File: config.mk
export PLATFORM = sky130hd
export DESIGN_NAME = asx_top
export DESIGN_NICKNAME = d
export VERILOG_FILES = /design/src/asx_pkg.sv /design/src/asx_shifter.sv /design/src/asx_gap_timer.sv /design/src/asx_top.sv
export SDC_FILE = /design/constraint.sdc
export NUM_CORES = 1
export LEC_CHECK = 0
export BUFFER_PORTS_ARGS = -buffer_cell sky130_fd_sc_hd__buf_2
export CAP_MARGIN = 25
export CELL_PAD_IN_SITES_DETAIL_PLACEMENT = 0
export CELL_PAD_IN_SITES_GLOBAL_PLACEMENT = 2
export CORE_ASPECT_RATIO = 0.9
export CORE_UTILIZATION = 35
export DETAILED_ROUTE_END_ITERATION = 6
export GPL_TIMING_DRIVEN = 0
export PLACE_DENSITY = 0.9
export SLEW_MARGIN = 20
export SYNTH_ARGS = -nofsm -noshare
export SYNTH_HDL_FRONTEND = slang
export SYNTH_SLANG_ARGS = --single-unit
File: constraint.sdc
create_clock -name i_ref_clk -period 3.45 [get_ports i_ref_clk]
set_input_delay 0.1725 -clock i_ref_clk [delete_from_list [all_inputs] [get_ports i_ref_clk]]
set_output_delay 0.1725 -clock i_ref_clk [all_outputs]
set_load 0.02 [all_outputs]
File: src/asx_pkg.sv
/*
 * Shared constants for the automatic serial transfer controller.
 * Assumes a 16-bit register address space with byte-wide registers.
 */
// Functional notes
// Reset clears control and interval registers.
// Control register takes bit and byte writes.
// Control bit 7 enables storing received bytes.
// Reception off keeps serial input as port.
// Control bit 6 selects one-shot or repeat.
// Shift register write sets busy bit 3.
// Busy clears on suspend or one-shot end.
// Busy bit ignores processor writes.
// Software polls busy, not interrupt flag.
// Interval bit 7 enables timed byte gap.
// Value zero gives 2.5 serial periods.
// Values 1-31 give n+1.5 serial periods.
// Software never writes interval while running.
// Software writes zero to interval bits 5-6.
// Shift register write starts sequence, value discarded.
// Pointer decrements per byte until zero sent.
// Serial output low while busy is clear.
// Gap timer counts serial clock half-periods.
package asx_pkg;
	localparam int unsigned ADDR_W = 16;
	localparam logic [15:0] OFS_CTRL     = 16'hFF79;
	localparam logic [15:0] OFS_SHIFT    = 16'hFF7A;
	localparam logic [15:0] OFS_INTERVAL = 16'hFF7B;
	localparam logic [15:0] OFS_IRQ_STAT = 16'hFF7C;
	localparam logic [15:0] OFS_IRQ_CLR  = 16'hFF7D;
	localparam logic [15:0] OFS_IRQ_EN   = 16'hFF7E;
	localparam logic [15:0] OFS_POINTER  = 16'hFF7F;
	localparam int unsigned CTRL_RX_EN  = 7;
	localparam int unsigned CTRL_REPEAT = 6;
	localparam int unsigned CTRL_BUSY   = 3;
	localparam int unsigned INTV_CTRL   = 7;
	localparam logic [7:0] CTRL_RESET = 8'h00;
	localparam logic [7:0] INTV_RESET = 8'h00;
	localparam logic [7:0] CTRL_WMASK = 8'hC0;
	localparam logic [7:0] INTV_WMASK = 8'h9F;
	localparam logic [1:0] IRQ_RESET  = 2'h0;
	localparam int unsigned IRQ_END  = 0;
	localparam int unsigned IRQ_BYTE = 1;
	localparam int unsigned PTR_W = 4;
	localparam logic [PTR_W-1:0] PTR_RESET = 4'h0;
	localparam logic [6:0] GAP_N0_PERIODS = 7'h02;
	localparam logic [6:0] GAP_HALF_EXTRA = 7'h01;
	localparam logic [3:0] BITS_PER_BYTE  = 4'h8;
	typedef enum logic [3:0] {
		ASX_IDLE  = 4'b0001,
		ASX_LOAD  = 4'b0010,
		ASX_SHIFT = 4'b0100,
		ASX_GAP   = 4'b1000
	} asx_state_t;
endpackage

File: src/asx_shifter.sv
/*
 * Byte shifter on an externally supplied serial clock.
 * Assumes the serial clock and serial input are asynchronous pins.
 */
`timescale 1ns/100ps
`default_nettype none
module asx_shifter
	import asx_pkg::*;
(
	input  wire logic       i_ref_clk, // System clock.
	input  wire logic       i_srst,    // Synchronous reset, high.
	input  wire logic       i_sck,     // Serial clock pin.
	input  wire logic       i_si,      // Serial data pin.
	input  wire logic       i_start,   // Load and start one byte.
	input  wire logic [7:0] i_data,    // Byte to send.
	output logic            o_half,    // Pulse on each serial clock edge.
	output logic            o_done,    // Pulse after eighth rising edge.
	output logic [7:0]      o_data,    // Received byte.
	output logic            o_so       // Serial data out.
);
	logic [2:0] sck_s_q, si_s_q;
	logic       sck_lvl_q, si_lvl_q, run_q, arm_q;
	logic [3:0] cnt_q;
	logic [7:0] sh_q;
	logic       rise, fall;

	// Three-stage synchronisers; a change counts once stages two and three agree.
	always_ff @(posedge i_ref_clk) begin
		if (i_srst) begin
			sck_s_q   <= 3'h7;
			si_s_q    <= 3'h0;
			sck_lvl_q <= 1'b1;
			si_lvl_q  <= 1'b0;
		end else begin
			sck_s_q <= {sck_s_q[1:0], i_sck};
			si_s_q  <= {si_s_q[1:0], i_si};
			if (sck_s_q[1] == sck_s_q[2]) sck_lvl_q <= sck_s_q[2];
			if (si_s_q[1] == si_s_q[2]) si_lvl_q <= si_s_q[2];
		end
	end

	// Edge pulses are formed from the filtered serial clock level.
	assign rise = (sck_s_q[1] == sck_s_q[2]) && sck_s_q[2] && !sck_lvl_q;
	assign fall = (sck_s_q[1] == sck_s_q[2]) && !sck_s_q[2] && sck_lvl_q;

	// Data leaves on the falling edge and is sampled on the rising edge.
	always_ff @(posedge i_ref_clk) begin
		if (i_srst) begin
			run_q  <= 1'b0;
			arm_q  <= 1'b0;
			cnt_q  <= 4'h0;
			sh_q   <= 8'h00;
			o_so   <= 1'b0;
			o_done <= 1'b0;
			o_half <= 1'b0;
		end else begin
			o_done <= 1'b0;
			o_half <= rise | fall;
			// A frame opens with the fall that puts out the first bit, so an earlier rise is no bit.
			if (i_start) begin
				run_q <= 1'b1;
				arm_q <= 1'b0;
				cnt_q <= 4'h0;
				sh_q  <= i_data;
			end else if (run_q && fall) begin
				arm_q <= 1'b1;
				o_so  <= sh_q[7];
			end else if (run_q && arm_q && rise) begin
				sh_q  <= {sh_q[6:0], si_lvl_q};
				cnt_q <= cnt_q + 4'h1;
				if (cnt_q == BITS_PER_BYTE - 4'h1) begin
					run_q  <= 1'b0;
					o_done <= 1'b1;
				end
			end
		end
	end

	assign o_data = sh_q;
endmodule
`default_nettype wire

File: src/asx_gap_timer.sv
/*
 * Inter-byte gap timer counting serial clock half-periods.
 * Assumes one half-period pulse per serial clock edge.
 */
`timescale 1ns/100ps
`default_nettype none
module asx_gap_timer
	import asx_pkg::*;
(
	input  wire logic       i_ref_clk, // System clock.
	input  wire logic       i_srst,    // Synchronous reset, high.
	input  wire logic       i_start,   // Begin a gap.
	input  wire logic       i_timed,   // Interval control enabled.
	input  wire logic [4:0] i_n,       // Interval value.
	input  wire logic       i_half,    // Half-period pulse.
	output logic            o_done     // Pulse at gap end.
);
	logic [6:0] left_q;
	logic       run_q;
	logic [6:0] periods;

	// Zero maps to two periods, otherwise n plus one periods.
	assign periods = (i_n == 5'h00) ? GAP_N0_PERIODS : {2'b00, i_n} + 7'h01;

	// Counts down doubled periods plus one half-period.
	always_ff @(posedge i_ref_clk) begin
		if (i_srst) begin
			left_q <= 7'h00;
			run_q  <= 1'b0;
			o_done <= 1'b0;
		end else begin
			o_done <= 1'b0;
			if (i_start) begin
				if (i_timed) begin
					left_q <= {periods[5:0], 1'b0} + GAP_HALF_EXTRA;
					run_q  <= 1'b1;
				end else begin
					o_done <= 1'b1;
				end
			end else if (run_q && i_half) begin
				left_q <= left_q - 7'h01;
				if (left_q == 7'h01) begin
					run_q  <= 1'b0;
					o_done <= 1'b1;
				end
			end
		end
	end
endmodule
`default_nettype wire

File: src/asx_top.sv
/*
 * Automatic multi-byte serial transfer controller with its registers.
 * Assumes buffer RAM outside answers the pointer address combinationally,
 * and the serial mode register outside supplies enable and auto-mode levels.
 */
`timescale 1ns/100ps
`default_nettype none
module asx_top
	import asx_pkg::*;
(
	input  wire logic                    i_ref_clk,   // System clock, 100 MHz.
	input  wire logic                    i_srst,      // Synchronous reset, high.
	input  wire logic [asx_pkg::ADDR_W-1:0] i_addr,   // Register address.
	input  wire logic [7:0]              i_wdata,     // Write data.
	input  wire logic [7:0]              i_wmask,     // Bit write mask, FF for byte.
	input  wire logic                    i_wr,        // Write strobe.
	input  wire logic                    i_rd,        // Read strobe.
	output logic      [7:0]              o_rdata,     // Read data, cycle after strobe.
	input  wire logic                    i_port_en,   // Serial port enable level.
	input  wire logic                    i_auto_mode, // Automatic mode select level.
	input  wire logic                    i_sck,       // Serial clock pin.
	input  wire logic                    i_si,        // Serial input pin.
	output logic                         o_so,        // Serial output pin.
	output logic                         o_si_is_port,// Serial input pin left as port.
	input  wire logic [7:0]              i_buf_rdata, // Buffer byte at pointer.
	output logic [asx_pkg::PTR_W-1:0]    o_buf_addr,  // Buffer pointer.
	output logic [7:0]                   o_buf_wdata, // Received byte.
	output logic                         o_buf_we,    // Received byte strobe.
	output logic                         o_irq        // Interrupt level.
);
	asx_state_t       state_q;
	logic [7:0]       ctrl_q, intv_q;
	logic             busy_q;
	logic [PTR_W-1:0] ptr_q, reload_q;
	logic [1:0]       irq_stat_q, irq_en_q, irq_set;
	logic             sh_start_q, gap_start_q, adv_q;
	logic             sh_half, sh_done, sh_so, gap_done;
	logic [7:0]       sh_rx;
	logic             wr_ctrl, wr_shift, wr_intv, wr_ptr, wr_clr, wr_en;

	// Merges a bit or byte write into the stored value.
	function automatic logic [7:0] merge(input logic [7:0] old, input logic [7:0] wd,
			input logic [7:0] wm, input logic [7:0] impl);
		merge = ((old & ~wm) | (wd & wm)) & impl;
	endfunction

	// Address decode for write strobes.
	assign wr_ctrl  = i_wr && (i_addr == OFS_CTRL);
	assign wr_shift = i_wr && (i_addr == OFS_SHIFT);
	assign wr_intv  = i_wr && (i_addr == OFS_INTERVAL);
	assign wr_ptr   = i_wr && (i_addr == OFS_POINTER);
	assign wr_clr   = i_wr && (i_addr == OFS_IRQ_CLR);
	assign wr_en    = i_wr && (i_addr == OFS_IRQ_EN);

	// Control register keeps only the two writable mode bits.
	always_ff @(posedge i_ref_clk) begin
		if (i_srst) begin
			ctrl_q <= CTRL_RESET;
		end else if (wr_ctrl) begin
			ctrl_q <= merge(ctrl_q, i_wdata, i_wmask, CTRL_WMASK);
		end
	end

	// Interval register; bits 5 and 6 are not stored.
	always_ff @(posedge i_ref_clk) begin
		if (i_srst) begin
			intv_q <= INTV_RESET;
		end else if (wr_intv) begin
			intv_q <= merge(intv_q, i_wdata, i_wmask, INTV_WMASK);
		end
	end

	// Sequencer: load byte, shift it, store reply, wait out the gap.
	always_ff @(posedge i_ref_clk) begin
		if (i_srst) begin
			state_q     <= ASX_IDLE;
			busy_q      <= 1'b0;
			ptr_q       <= PTR_RESET;
			reload_q    <= PTR_RESET;
			sh_start_q  <= 1'b0;
			gap_start_q <= 1'b0;
			adv_q       <= 1'b0;
			o_buf_we    <= 1'b0;
			o_buf_wdata <= 8'h00;
		end else begin
			sh_start_q  <= 1'b0;
			gap_start_q <= 1'b0;
			adv_q       <= 1'b0;
			o_buf_we    <= 1'b0;
			// The pointer steps one cycle after a store, so the store still sees its own address.
			if (adv_q) begin
				ptr_q <= (ptr_q == PTR_RESET) ? reload_q
					: ptr_q - {{(PTR_W-1){1'b0}}, 1'b1};
			end
			if (wr_ptr && !busy_q) begin
				ptr_q    <= i_wdata[PTR_W-1:0];
				reload_q <= i_wdata[PTR_W-1:0];
			end
			if (!i_port_en) begin
				state_q <= ASX_IDLE;
				busy_q  <= 1'b0;
			end else begin
				unique case (state_q)
					ASX_IDLE: begin
						if (wr_shift && i_auto_mode) begin
							busy_q  <= 1'b1;
							state_q <= ASX_LOAD;
						end
					end
					ASX_LOAD: begin
						sh_start_q <= 1'b1;
						state_q    <= ASX_SHIFT;
					end
					ASX_SHIFT: begin
						if (sh_done) begin
							if (ctrl_q[CTRL_RX_EN]) begin
								o_buf_we    <= 1'b1;
								o_buf_wdata <= sh_rx;
							end
							if (ptr_q != PTR_RESET) begin
								adv_q       <= 1'b1;
								gap_start_q <= 1'b1;
								state_q     <= ASX_GAP;
							end else if (ctrl_q[CTRL_REPEAT]) begin
								adv_q       <= 1'b1;
								gap_start_q <= 1'b1;
								state_q     <= ASX_GAP;
							end else begin
								busy_q  <= 1'b0;
								state_q <= ASX_IDLE;
							end
						end
					end
					ASX_GAP: begin
						if (gap_done) begin
							state_q <= ASX_LOAD;
						end
					end
				endcase
			end
		end
	end

	// Events: sequence end and each finished byte.
	assign irq_set[IRQ_END]  = (state_q == ASX_SHIFT) && sh_done && (ptr_q == PTR_RESET);
	assign irq_set[IRQ_BYTE] = (state_q == ASX_SHIFT) && sh_done;

	// Sticky status; a new event wins over a clear in the same cycle.
	always_ff @(posedge i_ref_clk) begin
		if (i_srst) begin
			irq_stat_q <= IRQ_RESET;
			irq_en_q   <= IRQ_RESET;
			o_irq      <= 1'b0;
		end else begin
			irq_stat_q <= (irq_stat_q & ~(wr_clr ? i_wdata[1:0] : 2'h0)) | irq_set;
			if (wr_en) begin
				irq_en_q <= (irq_en_q & ~i_wmask[1:0]) | (i_wdata[1:0] & i_wmask[1:0]);
			end
			o_irq <= |(irq_stat_q & irq_en_q);
		end
	end

	// Pin outputs: data low whenever idle, input pin released when not receiving.
	always_ff @(posedge i_ref_clk) begin
		if (i_srst) begin
			o_so         <= 1'b0;
			o_si_is_port <= 1'b1;
		end else begin
			o_so         <= busy_q ? sh_so : 1'b0;
			o_si_is_port <= !ctrl_q[CTRL_RX_EN] || !i_port_en;
		end
	end

	// Read data stands only in the cycle after the read strobe.
	always_ff @(posedge i_ref_clk) begin
		if (i_srst) begin
			o_rdata <= 8'h00;
		end else if (i_rd) begin
			unique case (i_addr)
				OFS_CTRL:     o_rdata <= ctrl_q | ({7'h00, busy_q} << CTRL_BUSY);
				OFS_INTERVAL: o_rdata <= intv_q;
				OFS_IRQ_STAT: o_rdata <= {6'h00, irq_stat_q};
				OFS_IRQ_EN:   o_rdata <= {6'h00, irq_en_q};
				OFS_POINTER:  o_rdata <= {{(8-PTR_W){1'b0}}, ptr_q};
				default:      o_rdata <= 8'h00;
			endcase
		end else begin
			o_rdata <= 8'h00;
		end
	end

	assign o_buf_addr = ptr_q;

	asx_shifter u_shifter (
		.i_ref_clk (i_ref_clk),
		.i_srst    (i_srst),
		.i_sck     (i_sck),
		.i_si      (i_si),
		.i_start   (sh_start_q),
		.i_data    (i_buf_rdata),
		.o_half    (sh_half),
		.o_done    (sh_done),
		.o_data    (sh_rx),
		.o_so      (sh_so)
	);

	asx_gap_timer u_gap (
		.i_ref_clk (i_ref_clk),
		.i_srst    (i_srst),
		.i_start   (gap_start_q),
		.i_timed   (intv_q[INTV_CTRL]),
		.i_n       (intv_q[4:0]),
		.i_half    (sh_half),
		.o_done    (gap_done)
	);
endmodule
`default_nettype wire

Yosys cells after proc, flatten, opt, wreduce, memory -nomap -nowiden
Cells that the tools add are included.
W data, S select, Z words.
{"block": "word_totals", "latchBits": 0, "mem_count": 0, "output_inout_bits": 24, "regBits": 81, "romBits": 0, "ramBits": 0}
{"block": "op_classes", "bitwise_logic": 24, "addsub": 5, "reduce_logical": 49, "n_div": 0, "n_mux": 40, "n_eq_ne": 22, "order_cmp": 0, "multipliers": 0, "shifts": 0}
{"operator": "$eq A16 B16 Y1 const B", "n": 7}
{"operator": "$pmux W8 S5", "n": 1}
{"operator": "$mux W4", "n": 8}
{"operator": "$and A8 B8 Y8", "n": 3}
{"operator": "$mux W8", "n": 3}
{"operator": "$mux W1", "n": 21}
{"operator": "$mux W7", "n": 3}
{"operator": "$logic_and A1 B1 Y1", "n": 18}
{"operator": "$or A8 B8 Y8", "n": 2}
{"operator": "$pmux W4 S4", "n": 1}
{"operator": "$reduce_bool A2 Y1", "n": 6}
{"operator": "$ne A2 B2 Y1 const B", "n": 5}
{"operator": "$reduce_or A2 Y1", "n": 5}
{"operator": "$reduce_and A3 Y1", "n": 3}
{"operator": "$and A2 B2 Y2", "n": 4}
{"operator": "$eq A4 B3 Y1 const B", "n": 2}
{"operator": "$not A1 Y1", "n": 8}
{"operator": "$not A8 Y8", "n": 1}
{"operator": "$or A8 B4 Y8", "n": 1}
{"operator": "$reduce_and A2 Y1", "n": 4}
{"operator": "$reduce_or A4 Y1", "n": 2}
{"operator": "$add A7 B1 Y7 const B", "n": 1}
{"operator": "$eq A7 B1 Y1 const B", "n": 1}
{"operator": "$sub A7 B1 Y7 const B", "n": 1}
{"operator": "21 further kinds", "n": 29}

Depth between registers and ports, before layout
Gate-level depths: netlist of the first run.
{"block": "logic_depth", "ltp_word": 7, "mapped_depth": 8, "mapped_depth_nobuf": 7}

By module
A second synthesis of the first run with hierarchy kept.
{"block": "hier_totals", "hier_cells": 435, "hier_area_um2": 3853.7}
{"mod": "asx_top", "area_each_um2": 2192.1, "cells_per_inst": 250, "seq_area_each_um2": 920.9, "instances": 1}
{"mod": "asx_shifter", "area_each_um2": 999.7, "cells_per_inst": 105, "seq_area_each_um2": 500.5, "instances": 1}
{"mod": "asx_gap_timer", "area_each_um2": 661.9, "cells_per_inst": 80, "seq_area_each_um2": 180.2, "instances": 1}

Least setup slack after synthesis of the first run
No wires, ideal clock.
{"block": "synth_timing", "path_type": "register to register", "from": "register ptr_q[0] (netlist: o_buf_addr[0])", "to": "register ptr_q[1] (netlist: o_buf_addr[1])", "setup_time_ns": 0.130, "path_stages_with_launch": 8, "path_buffers": 1, "required_ns": 3.320, "arrival_ns": 1.611, "path_slack_ns": 1.708, "path_cell_list": "dfxtp_1 inv_1 ha_1 or3b_2 buf_2 o211ai_1 o211a_1 nor3_1"}
{"block": "synth_via", "elab_chain_len": 4, "elab_cells_between_ends": 5, "cone_classes": "add/sub (1); mux (3); reduce/logical (1)"}
{"element": "from (decl)", "line_no": "asx_top.sv:34", "source": "logic [PTR_W-1:0] ptr_q, reload_q;"}
{"element": "from (signal assigned)", "line_no": "asx_top.sv:92", "source": "ptr_q <= (ptr_q == PTR_RESET) ? reload_q"}
{"element": "from (signal assigned)", "line_no": "asx_top.sv:96", "source": "ptr_q <= i_wdata[PTR_W-1:0];"}
{"element": "$sub A4 B1 Y4 / $logic_not A4 Y1 (equally long branches)", "line_no": "asx_top.sv:93, asx_top.sv:92"}
{"element": "$mux W4 *", "line_no": "asx_top.sv:92"}
{"element": "$mux W4 *", "line_no": "asx_top.sv:91", "source": "if (adv_q) begin"}
{"element": "$mux W4 *", "line_no": "asx_top.sv:95", "source": "if (wr_ptr && !busy_q) begin"}
Mark *: on every way between the ends. The rest lies on a longest branch, timed or not. The select of a mux whose other input is x is not followed.
A chain may end at the register's enable or synchronous reset.

Worst setup path in the final report of the first run
Ends and elaborated chain as after synthesis.

==> results.md, run 1 <==
Floorplanning:
- In this run the horizontal extent of the chip is 109 um.
- The height of the die is 98.3 um.
- The count of boundary I/O pins is 72.
- The area enclosed by the die boundary is between 0.01 and 0.015 mm^2.
- The floorplan has 34 rows.
- The core region area is 0.00983 mm^2.
- The starting density of the core is around 37%.

Job:
- The count of max-cap constraint violations is 0.

Detailed routing:
- Dividing the detail-routed via count by the number of cells gives 5.18.
- The via count is between 3000 and 4000.
- The post-detailed-route wirelength per cell is roughly 15 um.
- The overall routed net length is 9290 um.
- The number of remaining DRC errors is 0.
- Before antenna repair, the detailed router went through 5 iterations.
- The number of antenna-violating nets in the routed design is 0.
- The iteration-0 DRC count of the detailed router is roughly 110.

Synth:
- Yosys mapped a number of flops with a built-in enable equal to 0.
- The cell area that synthesis handed to floorplanning was between 0.003 and 0.004 mm^2.
- In this run the mean area of a mapped cell was 8.69 um^2.
- Synthesis produced a netlist whose cell count is 415.
- The number of storage elements in the synthesis netlist is 80.
- The share of the yosys chip area belonging to registers is 44.4%.
- The most common flop cell mapped by yosys is sky130_fd_sc_hd__dfxtp_1.
- The number of distinct standard cells referenced by the synthesized netlist is 54.
- For this run, the number of Yosys warnings is 0.
- The proportion of register bits with asynchronous set or reset after synthesis is 0%.
- The total nets after synthesis is 471.

Pwr:
- Internal power comes to between 1.5 and 2 mW.
- In this run the static leakage power is 1.98 nW.
- The power dissipated by switching net loads is ~0.4 mW.
- The sequential cell fraction of total power is 44.7%.
- The post-layout total power is 2.08 mW.
- The relative contribution of combinational cells to total power is 3.8%.
- IR analysis of the VDD net gives a maximum drop of 0.291 mV.
- Net switching is 19.1% of the power.
- Per report_power, the clock group accounts for 51.5% of the total.
- Dividing total power by cell area gives a power density of 469 mW/mm^2.

Global routing:
- The number of antenna violations at the first check in global routing is 0.
- In this run the most used layer during global routing was met2.
- The first-pass GRT wire length is between 15000 and 20000 um.
- Global routing finished with a remaining overflow of 0.
- The number of global-route vias before repair came to around 3200.
- The met3 demand-to-capacity share in global routing is 5.07%.
- The global-route usage over all layers is 18.7%.
- Entering global routing, the biggest net connects 13 pins.
- The global routing met2 resource utilization is just over 30%.
- Global routing used about a quarter of the available met1 tracks.

Min path:
- The class of the tightest hold or removal check is primary input to register.

Worst setup path:
- The endpoint of the lowest-slack register-to-register path is o_buf_addr[1]$_SDFFE_PP0P_.
- For flop-to-flop paths, the worst setup slack is around 1500 ps.
- Of all nets on the critical path, the largest fanout is 5.
- The worst setup path is captured at a register.
- The worst reg2reg path depth is 8.
- The most critical setup path has its startpoint at o_buf_addr[0]$_SDFFE_PP0P_.
- The end of the critical path is o_buf_addr[1]$_SDFFE_PP0P_.
- The origin of the critical flop-to-flop path is o_buf_addr[0]$_SDFFE_PP0P_.
- The worst setup path is launched from a register.
- The data arrival time of the critical path is between 2000 and 2500 ps.
- The critical path class is register to register.
- The critical path data required time is approximately 3700 ps.

STA:
- The number of endpoints failing setup at the final stage is 0.
- The final clock period utilization by the worst path is 55.3%.
- The transition at the pin with the smallest max-transition slack is about 760 ps.
- The total negative setup slack is 0 ps.
- Across all hold checks on the routed design, the worst slack comes to 25.8 ps.
- Static timing analysis puts the maximum clock frequency at 0.524 GHz.
- The number of hold violations in the final report is 0.
- Setup repair after global routing left no endpoint under its margin.
- The final critical delay including setup and external delays is 1910 ps.
- Clock skew on the completed layout was measured at 4.20 ps.
- In this run the tightest slew margin relative to its limit is 49.1%.
- The final worst setup slack is 1540 ps.
- The max-slew violation total from the final report is 0.

Placed design:
- The number of placed instances, taps included, is 608.
- Prior to clock tree synthesis, the placed netlist has a worst setup slack of 1580 ps.
- In this run the tool buffered the top-level ports with between 60 and 70 buffer cells.
- The congestion estimate from routability-driven global placement came to 0.812.
- The wire-length estimate of the detail-placed layout is 6960 um.

Cells and area:
- Compared with the post-synthesis result, the final layout area differs by 23.0%.
- In the final layout, the share of cells above drive strength 1 is 20.7%.
- The final-layout fill cell count is 980.
- For this run, the post-layout net count is 549.
- The most common cell after layout, fill and taps aside is sky130_fd_sc_hd__dfxtp_1.
- Leaving out fill and tap cells, the most frequent cells in the layout are 80 x sky130_fd_sc_hd__dfxtp_1, 72 x sky130_fd_sc_hd__buf_2, 50 x sky130_fd_sc_hd__nor2_1, 50 x sky130_fd_sc_hd__nand2_1, 40 x sky130_fd_sc_hd__a21oi_1.
- The finished layout holds 623 standard cells, fillers aside.
- 0 antenna diodes ended up in the layout.

Clocking:
- The sink count of the clock tree is 80.
- The CTS tree is yes.
- The clock insertion delay at the later pin of the skew report is 330 ps.
- The number of resized instances in the post-cts repair step is 0.
- The hold buffer count at CTS is 0.
- The register clock-pin slew on the reported worst setup and hold paths is 60 ps.
- The TritonCTS buffer count is 9.
- The post-CTS setup repair buffer count is 0.
- In this run the deepest clock path goes through 2 buffers.
- The H-tree was split into 3 levels.
- The root buffer cell is sky130_fd_sc_hd__clkbuf_16.

Outcome:
- The run finished with clean final reports.
-- kinds of logic after synthesis --
kind of cell | count (synthesis) | synth area share (%)
muxes | 24 | 6.73
and+or+nand+nor | 184 | 26.6
buffers and inverters | 30 | 3.50
DFF | 80 | 44.4
AOI/OAI and AO/OA | 82 | 14.4
xor gates and xnor gates | 6 | 1.46
other | 1 | 0.104
adders and majority gates | 8 | 2.78
-- power groups by stage --
| stage | clock network (mW) | logic [mW] | registers [mW] |
|---|---|---|---|
| final | 1.07 | 0.0796 | 0.930 |
| after global routing | 1.13 | 0.0885 | 0.930 |
| after CTS | 1.09 | 0.0809 | 0.930 |
| after detailed placement | 0 | 0.0806 | 0.950 |
| after global placement | 0 | 0.0792 | 0.950 |
| after floorplan | 0 | 0.0330 | 0.950 |
-- synth_stat cells, types with 2 or more instances --
| master | count | share of area [%] |
|---|---|---|
| sky130_fd_sc_hd__and3_1 | 5 | 0.87 |
| sky130_fd_sc_hd__mux2i_1 | 22 | 6.1 |
| sky130_fd_sc_hd__and4b_1 | 3 | 0.83 |
| sky130_fd_sc_hd__o31ai_1 | 2 | 0.42 |
| sky130_fd_sc_hd__nand3_1 | 13 | 1.8 |
| sky130_fd_sc_hd__or2_2 | 3 | 0.52 |
| sky130_fd_sc_hd__nor2_1 | 50 | 5.2 |
| sky130_fd_sc_hd__nand4_1 | 13 | 2.3 |
| sky130_fd_sc_hd__xnor2_1 | 2 | 0.49 |
| sky130_fd_sc_hd__buf_2 | 5 | 0.69 |
| sky130_fd_sc_hd__ha_1 | 8 | 2.8 |
| sky130_fd_sc_hd__a21oi_1 | 40 | 5.6 |
| sky130_fd_sc_hd__nand2b_1 | 5 | 0.87 |
| sky130_fd_sc_hd__dfxtp_1 | 80 | 44 |
| sky130_fd_sc_hd__buf_4 | 2 | 0.42 |
| sky130_fd_sc_hd__a22oi_1 | 7 | 1.5 |
| sky130_fd_sc_hd__nand4b_1 | 3 | 0.73 |
| sky130_fd_sc_hd__nor4b_1 | 2 | 0.49 |
| sky130_fd_sc_hd__o211ai_1 | 4 | 0.83 |
| sky130_fd_sc_hd__nand2_1 | 50 | 5.2 |
| sky130_fd_sc_hd__nor3_1 | 8 | 1.1 |
| sky130_fd_sc_hd__nor2b_1 | 11 | 1.9 |
| sky130_fd_sc_hd__xor2_1 | 4 | 0.97 |
| sky130_fd_sc_hd__and2_1 | 3 | 0.52 |
| sky130_fd_sc_hd__o21ai_0 | 12 | 1.7 |
| sky130_fd_sc_hd__nand4b_2 | 2 | 0.83 |
| sky130_fd_sc_hd__inv_1 | 13 | 1.4 |
| sky130_fd_sc_hd__nor4_1 | 4 | 0.69 |
| sky130_fd_sc_hd__mux2_2 | 2 | 0.62 |
| sky130_fd_sc_hd__clkbuf_1 | 9 | 0.94 |
| sky130_fd_sc_hd__o211a_1 | 3 | 0.83 |
| sky130_fd_sc_hd__o21bai_1 | 2 | 0.42 |
| sky130_fd_sc_hd__a31oi_1 | 2 | 0.35 |
-- cell type report --
class / instances / area (um^2) / share of cell area, %
tap: 126 / 158 / 3.55
clock buffer: 12 / 246 / 5.56
timing repair buffer: 67 / 335 / 7.56
inverter: 13 / 48.8 / 1.10
multi-input combinational: 305 / 1880 / 42.3
buffer: 17 / 77.6 / 1.75
clock inverter: 3 / 90.1 / 2.03
sequential: 80 / 1600 / 36.1
-- worst max-delay path, cell delays in order, from the launching register on --
cell	delay [ps]
sky130_fd_sc_hd__dfxtp_1	360
sky130_fd_sc_hd__inv_1	150
sky130_fd_sc_hd__ha_1	250
sky130_fd_sc_hd__or3b_2	450
sky130_fd_sc_hd__buf_2	170
sky130_fd_sc_hd__nand2_1	70
sky130_fd_sc_hd__o211ai_1	80
sky130_fd_sc_hd__o211a_1	120
sky130_fd_sc_hd__nor3_1	170
-- per-layer routing --
metal  wire [um]  vias up
li1            -     1626
met1        4460     1510
met2        4220       84
met3         554        5
met4          51        0
met5           0        -
-- worst min path at each step --
stage	startpoint	to	slack, ps	cells after the start
2_1_floorplan	i_sck	u_shifter.sck_s_q[0]$_SDFF_PP1_	280	1
3_3_place_gp	i_sck	u_shifter.sck_s_q[0]$_SDFF_PP1_	360	2
3_5_place_dp	i_sck	u_shifter.sck_s_q[0]$_SDFF_PP1_	370	2
4_1_cts	i_sck	u_shifter.sck_s_q[0]$_SDFF_PP1_	20	2
5_1_grt	i_sck	u_shifter.sck_s_q[0]$_SDFF_PP1_	30	2
6_report	i_sck	u_shifter.sck_s_q[0]$_SDFF_PP1_	30	2
-- metrics by stage --
stage	util, %	instance area [um^2]
floorplan	-	3610
global placement	41.7	4100
detailed placement	41.7	4100
CTS	45.1	4440
global route	45.1	4440
finish	45.1	4440
Power figures use the tool's default switching activity.
==> inputs of run 2 (changes only) <==
--- a/config.mk
+++ b/config.mk
@@ -10,10 +10,10 @@
 export CELL_PAD_IN_SITES_DETAIL_PLACEMENT = 0
 export CELL_PAD_IN_SITES_GLOBAL_PLACEMENT = 2
 export CORE_ASPECT_RATIO = 0.9
-export CORE_UTILIZATION = 35
+export CORE_UTILIZATION = 29
 export DETAILED_ROUTE_END_ITERATION = 6
 export GPL_TIMING_DRIVEN = 0
-export PLACE_DENSITY = 0.9
+export PLACE_DENSITY = 0.81
 export SLEW_MARGIN = 20
 export SYNTH_ARGS = -nofsm -noshare
 export SYNTH_HDL_FRONTEND = slang
==> constraint.sdc (replaced) <==
create_clock -name i_ref_clk -period 1.7 [get_ports i_ref_clk]
set_input_delay 0.085 -clock i_ref_clk [delete_from_list [all_inputs] [get_ports i_ref_clk]]
set_output_delay 0.085 -clock i_ref_clk [all_outputs]
set_load 0.02 [all_outputs]
==> results.md, run 2 (synthesized netlist as in run 1, its figures left out) <==
Global routing:
- The final global-route overflow total was 0 (unchanged).
- The first-pass GRT wire length is 16000 um (was 15400 um).
- The number of antenna violations at the first check in global routing was 0 (unchanged).
- The global-route usage over all layers came to 16.1% (was 18.7%).
- The number of global-route vias before repair was 3232 (was 3164).
- The maximum number of pins on one net before global-route repair is 14 (was 13).

STA:
- The worst relative slew slack is 52.8% (was 49.1%).
- The final setup skew was 4.28 ps (was 4.20 ps).
- The final critical delay including setup and external delays is 1610 ps (was 1910 ps).
- The final clock period utilization by the worst path was 94.6% (was 55.3%).
- The number of hold violations in the final report is 0 (unchanged).
- The transition at the pin with the smallest max-transition slack is 707 ps (was 763 ps).
- The number of endpoints failing setup at the final stage is 0 (unchanged).
- Setup repair after global routing missed its margin: false (unchanged).
- The max-slew violation total from the final report is 0 (unchanged).
- The maximum clock frequency is 0.622 GHz (was 0.524 GHz).

Pwr:
- The post-layout total power is 4.22 mW (was 2.08 mW).
- The sequential cell fraction of total power was 44.7% (about the same).
- The peak supply drop is 0.571 mV (was 0.291 mV).
- The internal power contribution was 3.34 mW (was 1.68 mW).
- The power dissipated by switching net loads is 0.887 mW (was 0.397 mW).
- The power density over the cells is 906 mW/mm^2 (was 469 mW/mm^2).
- The net switching fraction of the power is 21.0% (was 19.1%).
- The part of the power in the clock network is 50.9% (was 51.5%).
- The relative contribution of combinational cells to total power was 4.5% (was 3.8%).
- The static leakage power came to 2.04 nW (was 1.98 nW).

Clocking:
- The root buffer cell is sky130_fd_sc_hd__clkbuf_16 (unchanged).
- The CTS H-tree depth is 3 (unchanged).
- The CTS tree is yes (unchanged).
- The sink count of the clock tree is 80 (unchanged).
- The maximum buffer depth of the clock tree is 2 (unchanged).
- The register clock-pin slew on the reported worst setup and hold paths came to 60 ps (about the same).
- The TritonCTS buffer count is 9 (unchanged).
- The post-CTS setup repair buffer count is 0 (unchanged).
- The clock insertion delay at the later pin of the skew report is 340 ps (was 330 ps).

Cells and area:
- The layout overhead on the synthesized area is 29.2% (was 23.0%).
- The number of nets in the finished design was 561 (was 549).
- The fraction of final layout cells with drive strength greater than 1 came to 22.2% (was 20.7%).
- The most common cell after layout, fill and taps aside is sky130_fd_sc_hd__dfxtp_1 (unchanged).
- The final antenna diode count was 0 (unchanged).
- The post-route standard cell area excluding fillers is 0.00466 mm^2 (was 0.00444 mm^2).
- Leading cell types in the layout, fill and taps excluded: 78 x sky130_fd_sc_hd__dfxtp_1, 70 x sky130_fd_sc_hd__buf_2, 50 x sky130_fd_sc_hd__nor2_1, 50 x sky130_fd_sc_hd__nand2_1, 40 x sky130_fd_sc_hd__a21oi_1 (was 80 x sky130_fd_sc_hd__dfxtp_1, 72 x sky130_fd_sc_hd__buf_2, 50 x sky130_fd_sc_hd__nor2_1, 50 x sky130_fd_sc_hd__nand2_1, 40 x sky130_fd_sc_hd__a21oi_1).

Placed design:
- The placement-stage cell area is 0.00415 mm^2 (was 0.00410 mm^2).
- The count of buffers from port buffering is 67 (unchanged).
- The post-DP HPWL is 7200 um (was 6960 um).
- The global placement routability congestion was 0.839 (was 0.812).

Outcome:
- Result of the run: finished clean (unchanged).

Worst setup path:
- The startpoint type of the worst setup path is a register (unchanged).
- The critical path buffer and inverter count is 1 (was 2).
- The highest fanout seen on the critical path came to 8 (was 5).
- The critical path class is register to register (unchanged).
- The slowest cell on the critical path is sky130_fd_sc_hd__a2111oi_2 (was sky130_fd_sc_hd__or3b_2).
- The family with the most delay on the worst path is compound AO/OA/AOI/OAI gates (was simple AND/OR/NAND/NOR gates).
- The critical path data required time is 1930 ps (was 3690 ps).
- Ordered list of cells on the worst path: buf_2, and2_1, o21bai_4, nand3_1, o21ai_0, a2111oi_2 (was inv_1, ha_1, or3b_2, buf_2, nand2_1, o211ai_1, o211a_1, nor3_1).
- The stage delay of the slowest cell on the critical path is 370 ps (was 450 ps).
- The sort of element at the end of the critical path is a register (unchanged).
- The data arrival time of the critical path is 1840 ps (was 2150 ps).

Floorplanning:
- The height of the die is 108 um (was 98.3 um).
- The width of the die came to 120 um (was 109 um).
- The number of cell rows is 38 (was 34).
- The area enclosed by the die boundary came to 0.0129 mm^2 (was 0.0107 mm^2).
- The core region area is 0.0121 mm^2 (was 0.00983 mm^2).
- The starting density of the core came to 29.9% (was 36.7%).
- The count of boundary I/O pins came to 72 (unchanged).

Detailed routing:
- The via count is 3290 (was 3225).
- The iteration-0 DRC count of the detailed router is 204 (was 108).
- The number of remaining DRC errors is 0 (unchanged).
- The overall routed net length came to 9670 um (was 9290 um).
- The number of antenna-violating nets in the routed design was 0 (unchanged).
- The post-detailed-route wirelength per cell is 14.4 um (was 14.9 um).
- The post-detailed-route via-to-cell ratio is 4.91 (was 5.18).
- The count of TritonRoute iterations in the first routing pass is 4 (was 5).

Job:
- The count of max-cap constraint violations was 0 (unchanged).

Min path:
- The class of the tightest hold or removal check is primary input to register (unchanged).
==> run 2: timing repair <==
item | 4_1_cts | 5_1_grt
cloned | 0 | 0
endpoints found under the hold margin | 13 | 0
pin swaps | 0 | 0
resized for setup | 5 | 6
setup endpoints to repair | 6 | 13
hold buffers | 13 | 0
==> run 2: routing by layer <==
metal	part of all wire [%]	wire (um)	up-vias	GRT usage (%)
li1	-	-	1651	-
met1	49	4770	1549	20.7
met2	44	4290	80	26.3
met3	5.1	493	10	4.50
met4	1.2	116	0	4.82
met5	0	0	-	0
==> run 2: power groups by stage <==
stage               Combinational [mW]  Clock (mW)  Sequential [mW]
finish                           0.189        2.15             1.89
detailed placement               0.167           0             1.93
global route                     0.208        2.29             1.89
CTS                              0.190        2.20             1.89
global placement                 0.166           0             1.93
floorplan                       0.0669           0             1.93
==> run 2: final timing paths <==
path | startpoint | endpoint | slack (ps) | depth (start not counted)
setup / recovery | adv_q$_SDFF_PP0_ | u_gap.left_q[2]$_SDFFE_PP0P_ | 90 | 6
hold / removal | i_wdata[2] | register | 20 | 3
setup reg to reg | adv_q$_SDFF_PP0_ | u_gap.left_q[2]$_SDFFE_PP0P_ | 90 | 6
hold reg to reg | u_shifter.sck_s_q[0]$_SDFF_PP1_ | u_shifter.sck_s_q[1]$_SDFF_PP1_ | 410 | 1
==> run 2: through the flow <==
stage               cells  utilization, %  hold WS [ps]  setup WS (ps)  setup TNS (ps)
finish                670            38.6          21.1           92.6               0
global route          670            38.6          5.06           4.05               0
CTS                   670            38.3          3.53           37.4               0
detailed placement    642            34.3           282          -64.3            -217
global placement      642            34.3           279          -77.8            -241
floorplan             415               -           189           27.3               0
==> run 2: cell type report <==
cell class,instances,area [um^2]
plain buffers,16,75.1
clock buffers,12,256
clock inverters,4,76.3
fillers,1261,7420
inverters,13,51.3
multi-input cells,305,1930
flip-flops and latches,80,1600
well taps,160,200
repair buffers,80,465
==> run 2: tightest hold or removal path, delay by kind of cell <==
family / cells / cell delay [ps]
muxes: 1 / 60
buffers and inverters: 1 / 100
and+or+nand+nor: 1 / 70
